$ cat config.mk
export PLATFORM = sky130hd
export DESIGN_NAME = irc_top
export DESIGN_NICKNAME = d
export VERILOG_FILES = /design/src/rtl/irc_pkg.sv /design/src/rtl/irc_top.sv
export VERILOG_INCLUDE_DIRS = /design/src /design/src/rtl
export SDC_FILE = /design/constraint.sdc
export NUM_CORES = 1
export LEC_CHECK = 0
export BUFFER_PORTS_ARGS = -buffer_cell sky130_fd_sc_hd__buf_2
export CORE_MARGIN = 2
export CORE_UTILIZATION = 49
export CTS_CLUSTER_DIAMETER = 30
export DETAILED_ROUTE_END_ITERATION = 12
export GPL_TIMING_DRIVEN = 0
export PLACE_DENSITY = 0.78
export SYNTH_ARGS = -nofsm -noshare
export SYNTH_HDL_FRONTEND = slang
export SYNTH_SLANG_ARGS = --single-unit
export TNS_END_PERCENT = 100
$ cat constraint.sdc
create_clock -name pclk -period 1.9 [get_ports pclk]
set_input_delay 0.285 -clock pclk [delete_from_list [all_inputs] [get_ports pclk]]
set_output_delay 0.285 -clock pclk [all_outputs]
set_load 0.005 [all_outputs]
$ cat src/rtl/irc_consts.svh
/*
 holds: register indices, field positions, reset values and decode constants of the
 isa resource configuration block.
 assumes: included by its bare name after the package; register byte address is four times the index.
*/
// How it works
// - io window claimed when system address bits 8..5 equal io base code; bases 200..3e0.
// - after reset, io, dma and boot base codes load from configuration memory contents.
// - interrupt code picks isa line 3,4,5,9,10,11,12 or 15; line 3 default.
// - no interrupt request line is driven until the activate bit is set.
// - interrupt type bit: 1 selects level, 0 selects edge; edge is the default.
// - interrupt polarity bit is read-only and always reads as inverse of type.
// - dma code picks channel 3,5,6 or 7; code 100 selects no channel.
// - in bus-master mode no dma request is driven until activate is set.
// - boot base code matches address bits 16..13, placing boot memory c0000..de000.
// - memory windows are size aligned; a base that cannot hold the size selects nothing.
// - boot cycles answer 16-bit when wide bit set, but always 8-bit in bus-master mode.
// - boot size code: top bit 0 none, 1111 8k, 1110 16k, 1100 32k, 1000 64k.
// - shared base low bits match address 15..13; upper bits mirror external 17..16 decode.
// - shared base takes effect only in shared-memory mode.
// - shared cycles answer 16-bit when wide bit set, except bus-master or programmed-io modes.
// - shared size code decodes like boot size and is ignored outside shared-memory mode.
// - bit 0 of register 30 is activate, enabling configured resources onto the bus.
`ifndef IRC_CONSTS_SVH
`define IRC_CONSTS_SVH

`define IRC_IDX_ACTIVATE 8'h30
`define IRC_IDX_BOOT_BASE_HI 8'h40
`define IRC_IDX_BOOT_BASE_LO 8'h41
`define IRC_IDX_BOOT_WIDTH 8'h42
`define IRC_IDX_BOOT_SIZE_HI 8'h43
`define IRC_IDX_BOOT_SIZE_LO 8'h44
`define IRC_IDX_SHM_BASE_HI 8'h48
`define IRC_IDX_SHM_BASE_LO 8'h49
`define IRC_IDX_SHM_WIDTH 8'h4a
`define IRC_IDX_SHM_SIZE_HI 8'h4b
`define IRC_IDX_SHM_SIZE_LO 8'h4c
`define IRC_IDX_ARCH_MODE 8'h50
`define IRC_IDX_IO_BASE_HI 8'h60
`define IRC_IDX_IO_BASE_LO 8'h61
`define IRC_IDX_IRQ_SEL 8'h70
`define IRC_IDX_IRQ_TYPE 8'h71
`define IRC_IDX_DMA_SEL 8'h74

`define IRC_HI_CODE_POS 0
`define IRC_LO_CODE_POS 5
`define IRC_WIDE_POS 1
`define IRC_ACT_POS 0
`define IRC_TYPE_POS 0
`define IRC_POL_POS 1

`define IRC_IO_HI_FIXED 8'h02
`define IRC_MEM_HI_FIXED 8'h0c
`define IRC_SIZE_HI_FIXED 8'hfe

`define IRC_RST_IO_CODE 4'h0
`define IRC_RST_IRQ_CODE 4'h3
`define IRC_RST_DMA_CODE 3'h4
`define IRC_RST_BOOT_CODE 4'h0
`define IRC_RST_SIZE_CODE 4'h0
`define IRC_RST_SHM_CODE 5'h00

`define IRC_BOOT_REGION 3'h6
`define IRC_SIZE_8K 4'hf
`define IRC_SIZE_16K 4'he
`define IRC_SIZE_32K 4'hc
`define IRC_SIZE_64K 4'h8

`endif

$ cat src/rtl/irc_pkg.sv
/*
 holds: types of the isa resource configuration block.
 assumes: nothing beyond a systemverilog compiler.
*/
package irc_pkg;
  typedef enum logic [2:0] {
    IRC_BUS_MASTER = 3'b001,
    IRC_SHARED_MEM = 3'b010,
    IRC_PROG_IO = 3'b100
  } irc_mode_t;
endpackage : irc_pkg

$ cat src/rtl/irc_top.sv
/*
 holds: resource configuration registers on apb, isa address decode, interrupt and dma line steering.
 assumes: isa address and request inputs are synchronous to pclk; the configuration memory reader
 pulses load_valid once after reset; outside logic resolves line levels from the enables.
*/
`timescale 1ns/1ps
`include "irc_consts.svh"

module irc_top
  import irc_pkg::*;
(
  input wire logic pclk,
  input wire logic presetn,
  input wire logic psel,
  input wire logic penable,
  input wire logic pwrite,
  input wire logic [9:0] paddr,
  input wire logic [31:0] pwdata,
  output logic [31:0] prdata,
  output logic pready,
  output logic pslverr,
  input wire logic load_valid,
  input wire logic [3:0] load_io_code,
  input wire logic [2:0] load_dma_code,
  input wire logic [3:0] load_boot_code,
  input wire logic [19:0] sa,
  input wire logic ext_shared_match,
  input wire logic int_req,
  input wire logic dma_req,
  output logic io_select,
  output logic boot_select,
  output logic boot_wide,
  output logic shared_select,
  output logic shared_wide,
  output logic [15:0] irq_out,
  output logic [15:0] irq_oe,
  output logic [7:0] drq_out,
  output logic [7:0] drq_oe
);

  ////////////////////////////////////////////////////////////////////////////
  // decode helpers

  function automatic logic [15:0] irc_irq_line(input logic [3:0] code);
    logic [15:0] line;
    line = 16'h0000;
    case (code)
      4'h3: line = 16'h0008;
      4'h4: line = 16'h0010;
      4'h5: line = 16'h0020;
      4'h9: line = 16'h0200;
      4'ha: line = 16'h0400;
      4'hb: line = 16'h0800;
      4'hd: line = 16'h1000;
      4'he: line = 16'h8000;
      default: line = 16'h0000;
    endcase
    return line;
  endfunction : irc_irq_line

  function automatic logic [7:0] irc_dma_line(input logic [2:0] code);
    logic [7:0] line;
    line = 8'h00;
    case (code)
      3'h3: line = 8'h08;
      3'h5: line = 8'h20;
      3'h6: line = 8'h40;
      3'h7: line = 8'h80;
      default: line = 8'h00;
    endcase
    return line;
  endfunction : irc_dma_line

  // address bits left out of the compare for a size; 4'hf flags an invalid size code
  function automatic logic [3:0] irc_ignore(input logic [3:0] size);
    logic [3:0] ign;
    ign = 4'hf;
    case (size)
      `IRC_SIZE_8K: ign = 4'h0;
      `IRC_SIZE_16K: ign = 4'h1;
      `IRC_SIZE_32K: ign = 4'h3;
      `IRC_SIZE_64K: ign = 4'h7;
      default: ign = 4'hf;
    endcase
    return ign;
  endfunction : irc_ignore

  ////////////////////////////////////////////////////////////////////////////
  // configuration state

  logic activate;
  logic [3:0] io_code;
  logic [3:0] irq_code;
  logic irq_level;
  logic [2:0] dma_code;
  logic [3:0] boot_code;
  logic boot_wide_access;
  logic [3:0] boot_size_code;
  logic [4:0] shm_code;
  logic shared_mem_wide_access;
  logic [3:0] shared_mem_size_code;
  irc_mode_t mode;

  logic [7:0] idx;
  logic idx_ok;
  logic [7:0] rd_val;
  logic hit;
  logic wr_en;
  logic [7:0] wd;

  assign idx = paddr[9:2];
  assign idx_ok = (paddr[1:0] == 2'h0);
  assign wd = pwdata[7:0];
  assign wr_en = psel & penable & pready & pwrite & hit;

  ////////////////////////////////////////////////////////////////////////////
  // register read decode

  always_comb begin
    rd_val = 8'h00;
    hit = idx_ok;
    if (!idx_ok) begin
      hit = 1'b0;
    end else if (idx == `IRC_IDX_ACTIVATE) begin
      rd_val = {7'h00, activate};
    end else if (idx == `IRC_IDX_IO_BASE_HI) begin
      rd_val = `IRC_IO_HI_FIXED | {7'h00, io_code[3]};
    end else if (idx == `IRC_IDX_IO_BASE_LO) begin
      rd_val = {io_code[2:0], 5'h00};
    end else if (idx == `IRC_IDX_IRQ_SEL) begin
      rd_val = {4'h0, irq_code};
    end else if (idx == `IRC_IDX_IRQ_TYPE) begin
      rd_val = {6'h00, ~irq_level, irq_level};
    end else if (idx == `IRC_IDX_DMA_SEL) begin
      rd_val = {5'h00, dma_code};
    end else if (idx == `IRC_IDX_BOOT_BASE_HI) begin
      rd_val = `IRC_MEM_HI_FIXED | {7'h00, boot_code[3]};
    end else if (idx == `IRC_IDX_BOOT_BASE_LO) begin
      rd_val = {boot_code[2:0], 5'h00};
    end else if (idx == `IRC_IDX_BOOT_WIDTH) begin
      rd_val = {6'h00, boot_wide_access, 1'b0};
    end else if (idx == `IRC_IDX_BOOT_SIZE_HI) begin
      rd_val = `IRC_SIZE_HI_FIXED | {7'h00, boot_size_code[3]};
    end else if (idx == `IRC_IDX_BOOT_SIZE_LO) begin
      rd_val = {boot_size_code[2:0], 5'h00};
    end else if (idx == `IRC_IDX_SHM_BASE_HI) begin
      rd_val = `IRC_MEM_HI_FIXED | {6'h00, shm_code[4:3]};
    end else if (idx == `IRC_IDX_SHM_BASE_LO) begin
      rd_val = {shm_code[2:0], 5'h00};
    end else if (idx == `IRC_IDX_SHM_WIDTH) begin
      rd_val = {6'h00, shared_mem_wide_access, 1'b0};
    end else if (idx == `IRC_IDX_SHM_SIZE_HI) begin
      rd_val = `IRC_SIZE_HI_FIXED | {7'h00, shared_mem_size_code[3]};
    end else if (idx == `IRC_IDX_SHM_SIZE_LO) begin
      rd_val = {shared_mem_size_code[2:0], 5'h00};
    end else if (idx == `IRC_IDX_ARCH_MODE) begin
      rd_val = {5'h00, mode};
    end else begin
      hit = 1'b0;
    end
  end

  ////////////////////////////////////////////////////////////////////////////
  // apb answer: one access cycle, answered from flops loaded in the setup cycle

  always_ff @(posedge pclk or negedge presetn) begin
    if (!presetn) begin
      pready <= 1'b0;
      pslverr <= 1'b0;
      prdata <= 32'h0000_0000;
    end else begin
      pready <= psel & ~penable;
      pslverr <= psel & ~penable & ~hit;
      prdata <= (psel & ~penable & ~pwrite) ? {24'h00_0000, rd_val} : 32'h0000_0000;
    end
  end

  ////////////////////////////////////////////////////////////////////////////
  // codes that the configuration memory also loads; the load wins over a write in the same cycle

  always_ff @(posedge pclk or negedge presetn) begin
    if (!presetn) begin
      io_code <= `IRC_RST_IO_CODE;
      dma_code <= `IRC_RST_DMA_CODE;
      boot_code <= `IRC_RST_BOOT_CODE;
    end else if (load_valid) begin
      io_code <= load_io_code;
      dma_code <= load_dma_code;
      boot_code <= load_boot_code;
    end else if (wr_en) begin
      if (idx == `IRC_IDX_IO_BASE_HI) begin
        io_code[3] <= wd[`IRC_HI_CODE_POS];
      end else if (idx == `IRC_IDX_IO_BASE_LO) begin
        io_code[2:0] <= wd[`IRC_LO_CODE_POS +: 3];
      end else if (idx == `IRC_IDX_DMA_SEL) begin
        dma_code <= wd[2:0];
      end else if (idx == `IRC_IDX_BOOT_BASE_HI) begin
        boot_code[3] <= wd[`IRC_HI_CODE_POS];
      end else if (idx == `IRC_IDX_BOOT_BASE_LO) begin
        boot_code[2:0] <= wd[`IRC_LO_CODE_POS +: 3];
      end
    end
  end

  // software-only fields
  always_ff @(posedge pclk or negedge presetn) begin
    if (!presetn) begin
      activate <= 1'b0;
      irq_code <= `IRC_RST_IRQ_CODE;
      irq_level <= 1'b0;
      boot_wide_access <= 1'b0;
      boot_size_code <= `IRC_RST_SIZE_CODE;
      shm_code <= `IRC_RST_SHM_CODE;
      shared_mem_wide_access <= 1'b0;
      shared_mem_size_code <= `IRC_RST_SIZE_CODE;
    end else if (wr_en) begin
      if (idx == `IRC_IDX_ACTIVATE) begin
        activate <= wd[`IRC_ACT_POS];
      end else if (idx == `IRC_IDX_IRQ_SEL) begin
        irq_code <= wd[3:0];
      end else if (idx == `IRC_IDX_IRQ_TYPE) begin
        irq_level <= wd[`IRC_TYPE_POS];
      end else if (idx == `IRC_IDX_BOOT_WIDTH) begin
        boot_wide_access <= wd[`IRC_WIDE_POS];
      end else if (idx == `IRC_IDX_BOOT_SIZE_HI) begin
        boot_size_code[3] <= wd[`IRC_HI_CODE_POS];
      end else if (idx == `IRC_IDX_BOOT_SIZE_LO) begin
        boot_size_code[2:0] <= wd[`IRC_LO_CODE_POS +: 3];
      end else if (idx == `IRC_IDX_SHM_BASE_HI) begin
        shm_code[4:3] <= wd[`IRC_HI_CODE_POS +: 2];
      end else if (idx == `IRC_IDX_SHM_BASE_LO) begin
        shm_code[2:0] <= wd[`IRC_LO_CODE_POS +: 3];
      end else if (idx == `IRC_IDX_SHM_WIDTH) begin
        shared_mem_wide_access <= wd[`IRC_WIDE_POS];
      end else if (idx == `IRC_IDX_SHM_SIZE_HI) begin
        shared_mem_size_code[3] <= wd[`IRC_HI_CODE_POS];
      end else if (idx == `IRC_IDX_SHM_SIZE_LO) begin
        shared_mem_size_code[2:0] <= wd[`IRC_LO_CODE_POS +: 3];
      end
    end
  end

  // unknown mode values keep the previous mode so the decode never sees a non one-hot code
  always_ff @(posedge pclk or negedge presetn) begin
    if (!presetn) begin
      mode <= IRC_BUS_MASTER;
    end else if (wr_en && idx == `IRC_IDX_ARCH_MODE) begin
      case (wd[2:0])
        3'h1: mode <= IRC_BUS_MASTER;
        3'h2: mode <= IRC_SHARED_MEM;
        3'h4: mode <= IRC_PROG_IO;
        default: mode <= mode;
      endcase
    end
  end

  ////////////////////////////////////////////////////////////////////////////
  // isa decode

  logic [3:0] boot_ign;
  logic [3:0] shm_ign;
  logic boot_fit;
  logic shm_fit;
  logic next_io_select;
  logic next_boot_select;
  logic next_shared_select;
  logic [15:0] irq_lines;
  logic [7:0] dma_lines;
  logic irq_level_out;

  assign boot_ign = irc_ignore(boot_size_code);
  assign shm_ign = irc_ignore(shared_mem_size_code);
  // a base off its size boundary would alias; refusing it is cheaper than guessing
  assign boot_fit = boot_size_code[3] && (boot_ign != 4'hf) && ((boot_code & boot_ign) == 4'h0);
  assign shm_fit = shared_mem_size_code[3] && (shm_ign != 4'hf)
    && ((shm_code[2:0] & shm_ign[2:0]) == 3'h0);
  assign next_io_select = activate && sa[9] && (sa[8:5] == io_code);
  assign next_boot_select = activate && boot_fit && (sa[19:17] == `IRC_BOOT_REGION)
    && (((sa[16:13] ^ boot_code) & ~boot_ign) == 4'h0);
  assign next_shared_select = activate && (mode == IRC_SHARED_MEM) && shm_fit && ext_shared_match
    && (((sa[15:13] ^ shm_code[2:0]) & ~shm_ign[2:0]) == 3'h0);
  assign irq_lines = irc_irq_line(irq_code);
  assign dma_lines = irc_dma_line(dma_code);
  // level mode signals active low, edge mode active high
  assign irq_level_out = irq_level ? ~int_req : int_req;

  always_ff @(posedge pclk or negedge presetn) begin
    if (!presetn) begin
      io_select <= 1'b0;
      boot_select <= 1'b0;
      shared_select <= 1'b0;
      boot_wide <= 1'b0;
      shared_wide <= 1'b0;
    end else begin
      io_select <= next_io_select;
      boot_select <= next_boot_select;
      shared_select <= next_shared_select;
      boot_wide <= next_boot_select && boot_wide_access && (mode != IRC_BUS_MASTER);
      shared_wide <= next_shared_select && shared_mem_wide_access;
    end
  end

  always_ff @(posedge pclk or negedge presetn) begin
    if (!presetn) begin
      irq_oe <= 16'h0000;
      irq_out <= 16'h0000;
    end else begin
      irq_oe <= activate ? irq_lines : 16'h0000;
      irq_out <= irq_lines & {16{irq_level_out}};
    end
  end

  always_ff @(posedge pclk or negedge presetn) begin
    if (!presetn) begin
      drq_oe <= 8'h00;
      drq_out <= 8'h00;
    end else begin
      drq_oe <= (activate && mode == IRC_BUS_MASTER) ? dma_lines : 8'h00;
      drq_out <= dma_lines & {8{dma_req}};
    end
  end

  ////////////////////////////////////////////////////////////////////////////
  // checks

  chk_io_claim: assert property (@(posedge pclk) disable iff (!presetn)
    (activate && sa[9] && sa[8:5] == io_code) |=> io_select)
    else $error("io window not claimed");
  chk_load_codes: assert property (@(posedge pclk) disable iff (!presetn)
    load_valid |=> (io_code == $past(load_io_code) && dma_code == $past(load_dma_code)
      && boot_code == $past(load_boot_code)))
    else $error("configuration load lost");
  chk_irq_line3: assert property (@(posedge pclk) disable iff (!presetn)
    (activate && irq_code == 4'h3) |=> irq_oe == 16'h0008)
    else $error("interrupt line 3 not selected");
  chk_irq_quiet: assert property (@(posedge pclk) disable iff (!presetn)
    !activate |=> irq_oe == 16'h0000)
    else $error("interrupt driven while inactive");
  chk_irq_level: assert property (@(posedge pclk) disable iff (!presetn)
    (irq_level && irq_code == 4'h9 && int_req) |=> irq_out == 16'h0000)
    else $error("level interrupt not active low");
  chk_pol_read: assert property (@(posedge pclk) disable iff (!presetn)
    (psel && !penable && !pwrite && paddr == {`IRC_IDX_IRQ_TYPE, 2'h0}) |=> prdata[1] == ~prdata[0])
    else $error("polarity not inverse of type");
  chk_dma_ch5: assert property (@(posedge pclk) disable iff (!presetn)
    (activate && mode == IRC_BUS_MASTER && dma_code == 3'h5) |=> drq_oe == 8'h20)
    else $error("dma channel 5 not selected");
  chk_dma_quiet: assert property (@(posedge pclk) disable iff (!presetn)
    (!activate || mode != IRC_BUS_MASTER) |=> drq_oe == 8'h00)
    else $error("dma request driven while inactive");
  chk_boot_region: assert property (@(posedge pclk) disable iff (!presetn)
    boot_select |-> $past(sa[19:17]) == 3'h6)
    else $error("boot selected outside region");
  chk_boot_align: assert property (@(posedge pclk) disable iff (!presetn)
    (boot_size_code == `IRC_SIZE_64K && boot_code[0]) |=> !boot_select)
    else $error("misaligned boot window selected");
  chk_boot_narrow: assert property (@(posedge pclk) disable iff (!presetn)
    (mode == IRC_BUS_MASTER) |=> !boot_wide)
    else $error("wide boot cycle in bus-master mode");
  chk_boot_none: assert property (@(posedge pclk) disable iff (!presetn)
    !boot_size_code[3] |=> !boot_select)
    else $error("boot selected with no size");
  chk_shm_mode: assert property (@(posedge pclk) disable iff (!presetn)
    (mode != IRC_SHARED_MEM) |=> (!shared_select && !shared_wide))
    else $error("shared memory selected outside its mode");
  chk_shm_ext: assert property (@(posedge pclk) disable iff (!presetn)
    !ext_shared_match |=> !shared_select)
    else $error("shared select without external match");
  chk_irq_bad: assert property (@(posedge pclk) disable iff (!presetn)
    (irq_code == 4'h7) |=> irq_oe == 16'h0000)
    else $error("unlisted interrupt code drives a line");
  chk_apb_once: assert property (@(posedge pclk) disable iff (!presetn)
    (psel && !penable) |=> pready ##1 !pready)
    else $error("apb answer not one cycle");

  cov_boot_hit: cover property (@(posedge pclk) disable iff (!presetn) boot_select && boot_wide);
  cov_shm_hit: cover property (@(posedge pclk) disable iff (!presetn) shared_select && shared_wide);
  cov_irq_on: cover property (@(posedge pclk) disable iff (!presetn) $rose(activate) ##1 irq_oe != 16'h0000);
  cov_dma_req: cover property (@(posedge pclk) disable iff (!presetn) drq_oe != 8'h00 && drq_out != 8'h00);

endmodule : irc_top

==> run summary <==
Status = finished clean
Dpl hpwl = 8227 um
Vias/cell = 5.295
Leakage = 2.541 nW
Die Footprint = 9134 sq um
Clock-pin transition on the worst setup and hold timing paths = 0.08 ns
Commonest cells post-synth = dfrtp_1 (70), buf_4 (48), nand2_1 (41), nor2_1 (25), o21ai_0 (24)
Sequential Power Share = 0.511
CTS root buf = clkbuf_8
Cells on worst reg2reg path = 4
Clk sinks = 74
First-pass GRT wire length = 17,030 um
Post-Place Worst Slack = -0.5072 ns
Final setup violation count = 0
Pwr Density = 636.8 nW/um^2
1st-pass router iterations = 4
Slowest cell delay on critical path = 0.59 ns
Worst-Margin Slew = 0.9029 ns
Clock power share = 0.349
Final Hold Viols = 0
Rows = 33
Cts bufs inserted = 9
GRT overflow = 0
Fillers = 729
Crit path kind = in2reg
Initial antenna violation count = 0
Largest cells by area after synthesis = dfrtp_1 (43%), buf_4 (8.8%), mux2_2 (5.8%)
Setup slack, reg-to-reg = 0.10 ns
Register area share after synthesis = 0.4519
Worst path required time = 2.14 ns
Hold Buf Count CTS = 0
Fin crit period = 1.811 ns
Critical path startpoint category = input pin
Async S/R FF share, synth = 1.000
Worst EP arrival = 2.05 ns
Worst path slowest cell = or4b_4
Inserted Diodes = 0
Core region area = 8175 sq um
Share of layout cells above drive strength 1 = 0.3594
Die X = 95.57 um
Syn Inst Count = 426
Vias = 3,606
Drt drc = 0
Non-Filler Instances = 681
PnR worst setup slack = 0.08937 ns
Detailed Route WL = 11,010 um
Routed Antenna Nets = 0
Pin count of the biggest net entering global routing = 75
Synth area leader = dfrtp_1
Worst reg2reg startpoint = activate
Clk_lat worst skew = 0.35 ns
Worst Path Buf+Inv = 1
Syn avg cell area = 9.645 sq um
Critical path endpoint category = register
I/O Buffers = 85
Crit. Startpoint = paddr[6]
Final Cycle Share = 0.9530
Fin. max-slew vios = 0
Clk buf depth = 2
Crit path max-delay family = simple AND/OR/NAND/NOR gates
Worst R2R End = shared_wide
Warnings from Yosys = 0
Area occupied by multi-input gates = 2100 sq um
Area Overhead vs Synth = 26.58%
Wire length per cell = 16.16 um
Fmax = 552.3 MHz
RSZ-0062 raised after global routing = false
Psw = 0.9541 mW
CP max FO = 7
Synth cell types = 59
Vias in the first global route = 3,504
Iter 0 DRT Violations = 185
Htree depth = 3
Die height = 95.57 um
Rel. slew slack = 0.3980
Gr usage total = 0.2466
Yosys top cell area share = 0.4263
Peak VDD IR = 0.3996 mV
Combinational Power Share = 0.141
IO Count = 169
Seq. cell area = 1858 sq um
Post-placement cell count = 663
Clock skew = 0.008357 ns
Initial Util = 0.5026
CTS tree = yes
Primary FF master, synth = dfrtp_1
Most frequent cell after synthesis = dfrtp_1
Netlist Area Pre-Place = 4109 sq um
Int Pwr = 2.358 mW
Gp weighted congestion = 0.9320
HP Class = in2async
Yosys reg bits = 74
Final nets = 653
Post-synth EDFFs = 0
Sw Ratio = 0.2880
Stages on worst setup path = 6
Critical Path Sink = boot_code[1]
Tot Pwr = 3.312 mW
Max-cap violations = 0
CP cell instances = buf_2 > or4b_4 > or3_4 > nor3_4 > mux2i_1 > o21ai_1
==> worst register-to-register path: stages (launching register included) <==
cell and delay (ns):
dfrtp_2 0.51, nand2b_1 0.13, or4b_2 0.74, nor4_4 0.21
and2_1 0.16
==> worst min path at each step <==
stage | startpoint | to | slack, ns | cells after the start
after global placement | penable | pready | 0.48 | 2
final | presetn | irq_out[15] | 0.05 | 1
after global routing | presetn | irq_out[15] | 0.14 | 1
after CTS | presetn | irq_out[15] | 0.1 | 1
after detailed placement | presetn | irq_out[15] | 0.48 | 1
after floorplan | presetn | activate | -0.01 | 0
==> registers in the layout (all words and copies together), names as in the netlist, 3 cells and up <==
signal                count
dma_code                  3
boot_size_code            4
drq_out                   4
drq_oe                    4
irq_out                   8
mode                      3
boot_code                 4
shm_code                  5
irq_oe                    8
shared_mem_size_code      4
prdata                    8
io_code                   4
irq_code                  4
==> power by group through the flow <==
stage                     registers (mW)  logic [mW]  clock network (mW)
after global routing                1.70       0.524                1.25
after detailed placement            1.72       0.440                   0
after floorplan                     1.70       0.285                   0
after global placement              1.72       0.431                   0
final                               1.69       0.466                1.15
after CTS                           1.69       0.452                1.17
==> metrics by stage <==
| stage | instance area (sq um) | setup TNS (ns) | hold WS [ns] | utilization |
|---|---|---|---|---|
| finish | 5201 | 0 | 0.05394 | 0.6362 |
| global route | 5201 | 0 | 0.1359 | 0.6362 |
| CTS | 5114 | 0 | 0.09851 | 0.6255 |
| detailed placement | 4861 | -15.25 | 0.4810 | 0.5946 |
| global placement | 4852 | -21.04 | 0.4841 | 0.5935 |
| floorplan | 4295 | -1.317 | -0.01059 | - |
==> logic make-up after synthesis <==
family	Yosys count	synth area share
DFF	74	0.4519
buffers and inverters	76	0.1154
other	1	0.0009126
muxes	34	0.08922
and+or+nand+nor	158	0.2074
xor gates and xnor gates	13	0.02771
AOI/OAI and AO/OA	70	0.1075
==> metal layers <==
metal | track usage | vias to the layer above | routed length [um]
met5 | 0 | - | 0
met4 | 0.08333 | 0 | 218
met1 | 0.3320 | 1732 | 4834
li1 | - | 1709 | -
met2 | 0.3992 | 151 | 5173
met3 | 0.04743 | 14 | 778
==> repair_timing <==
item | 4_1_cts | 5_1_grt
setup buffers | 0 | 4
resized for setup | 15 | 17
endpoints found under the hold margin | 0 | 0
endpoints found under the setup margin | 35 | 26
pin swaps | 2 | 5
cloned | 0 | 1
==> cell type report <==
cell class                 count  area share
clock inverter                 6    0.009622
clock buffer                  10     0.02646
tap                          105     0.02526
sequential                    74      0.3572
buffer                        68     0.08564
inverter                       5    0.003608
multi-input combinational    324      0.4037
timing repair buffer          89     0.08853
==> layout by cell type, fill, tap and decap left out, types with 3 or more instances in the layout <==
master,n
dfrtp_1,69
nor4_4,5
nand3b_1,6
xor2_1,3
clkbuf_8,10
nand2b_1,10
a31oi_1,4
a2bb2oi_1,3
o31ai_1,3
or3_1,3
and2_1,3
a21oi_1,13
o21ai_1,3
nand3_1,11
dfstp_2,4
nand2_1,40
nor3_1,19
xnor2_1,10
nor2_1,24
mux2i_1,13
buf_2,83
nor3_4,3
nor2b_1,3
nor4_1,6
mux2_2,21
o21ai_0,24
inv_1,5
conb_1,48
clkbuf_1,17
a22oi_1,3
buf_4,54
Note: power is estimated with default switching activity, not from simulation.
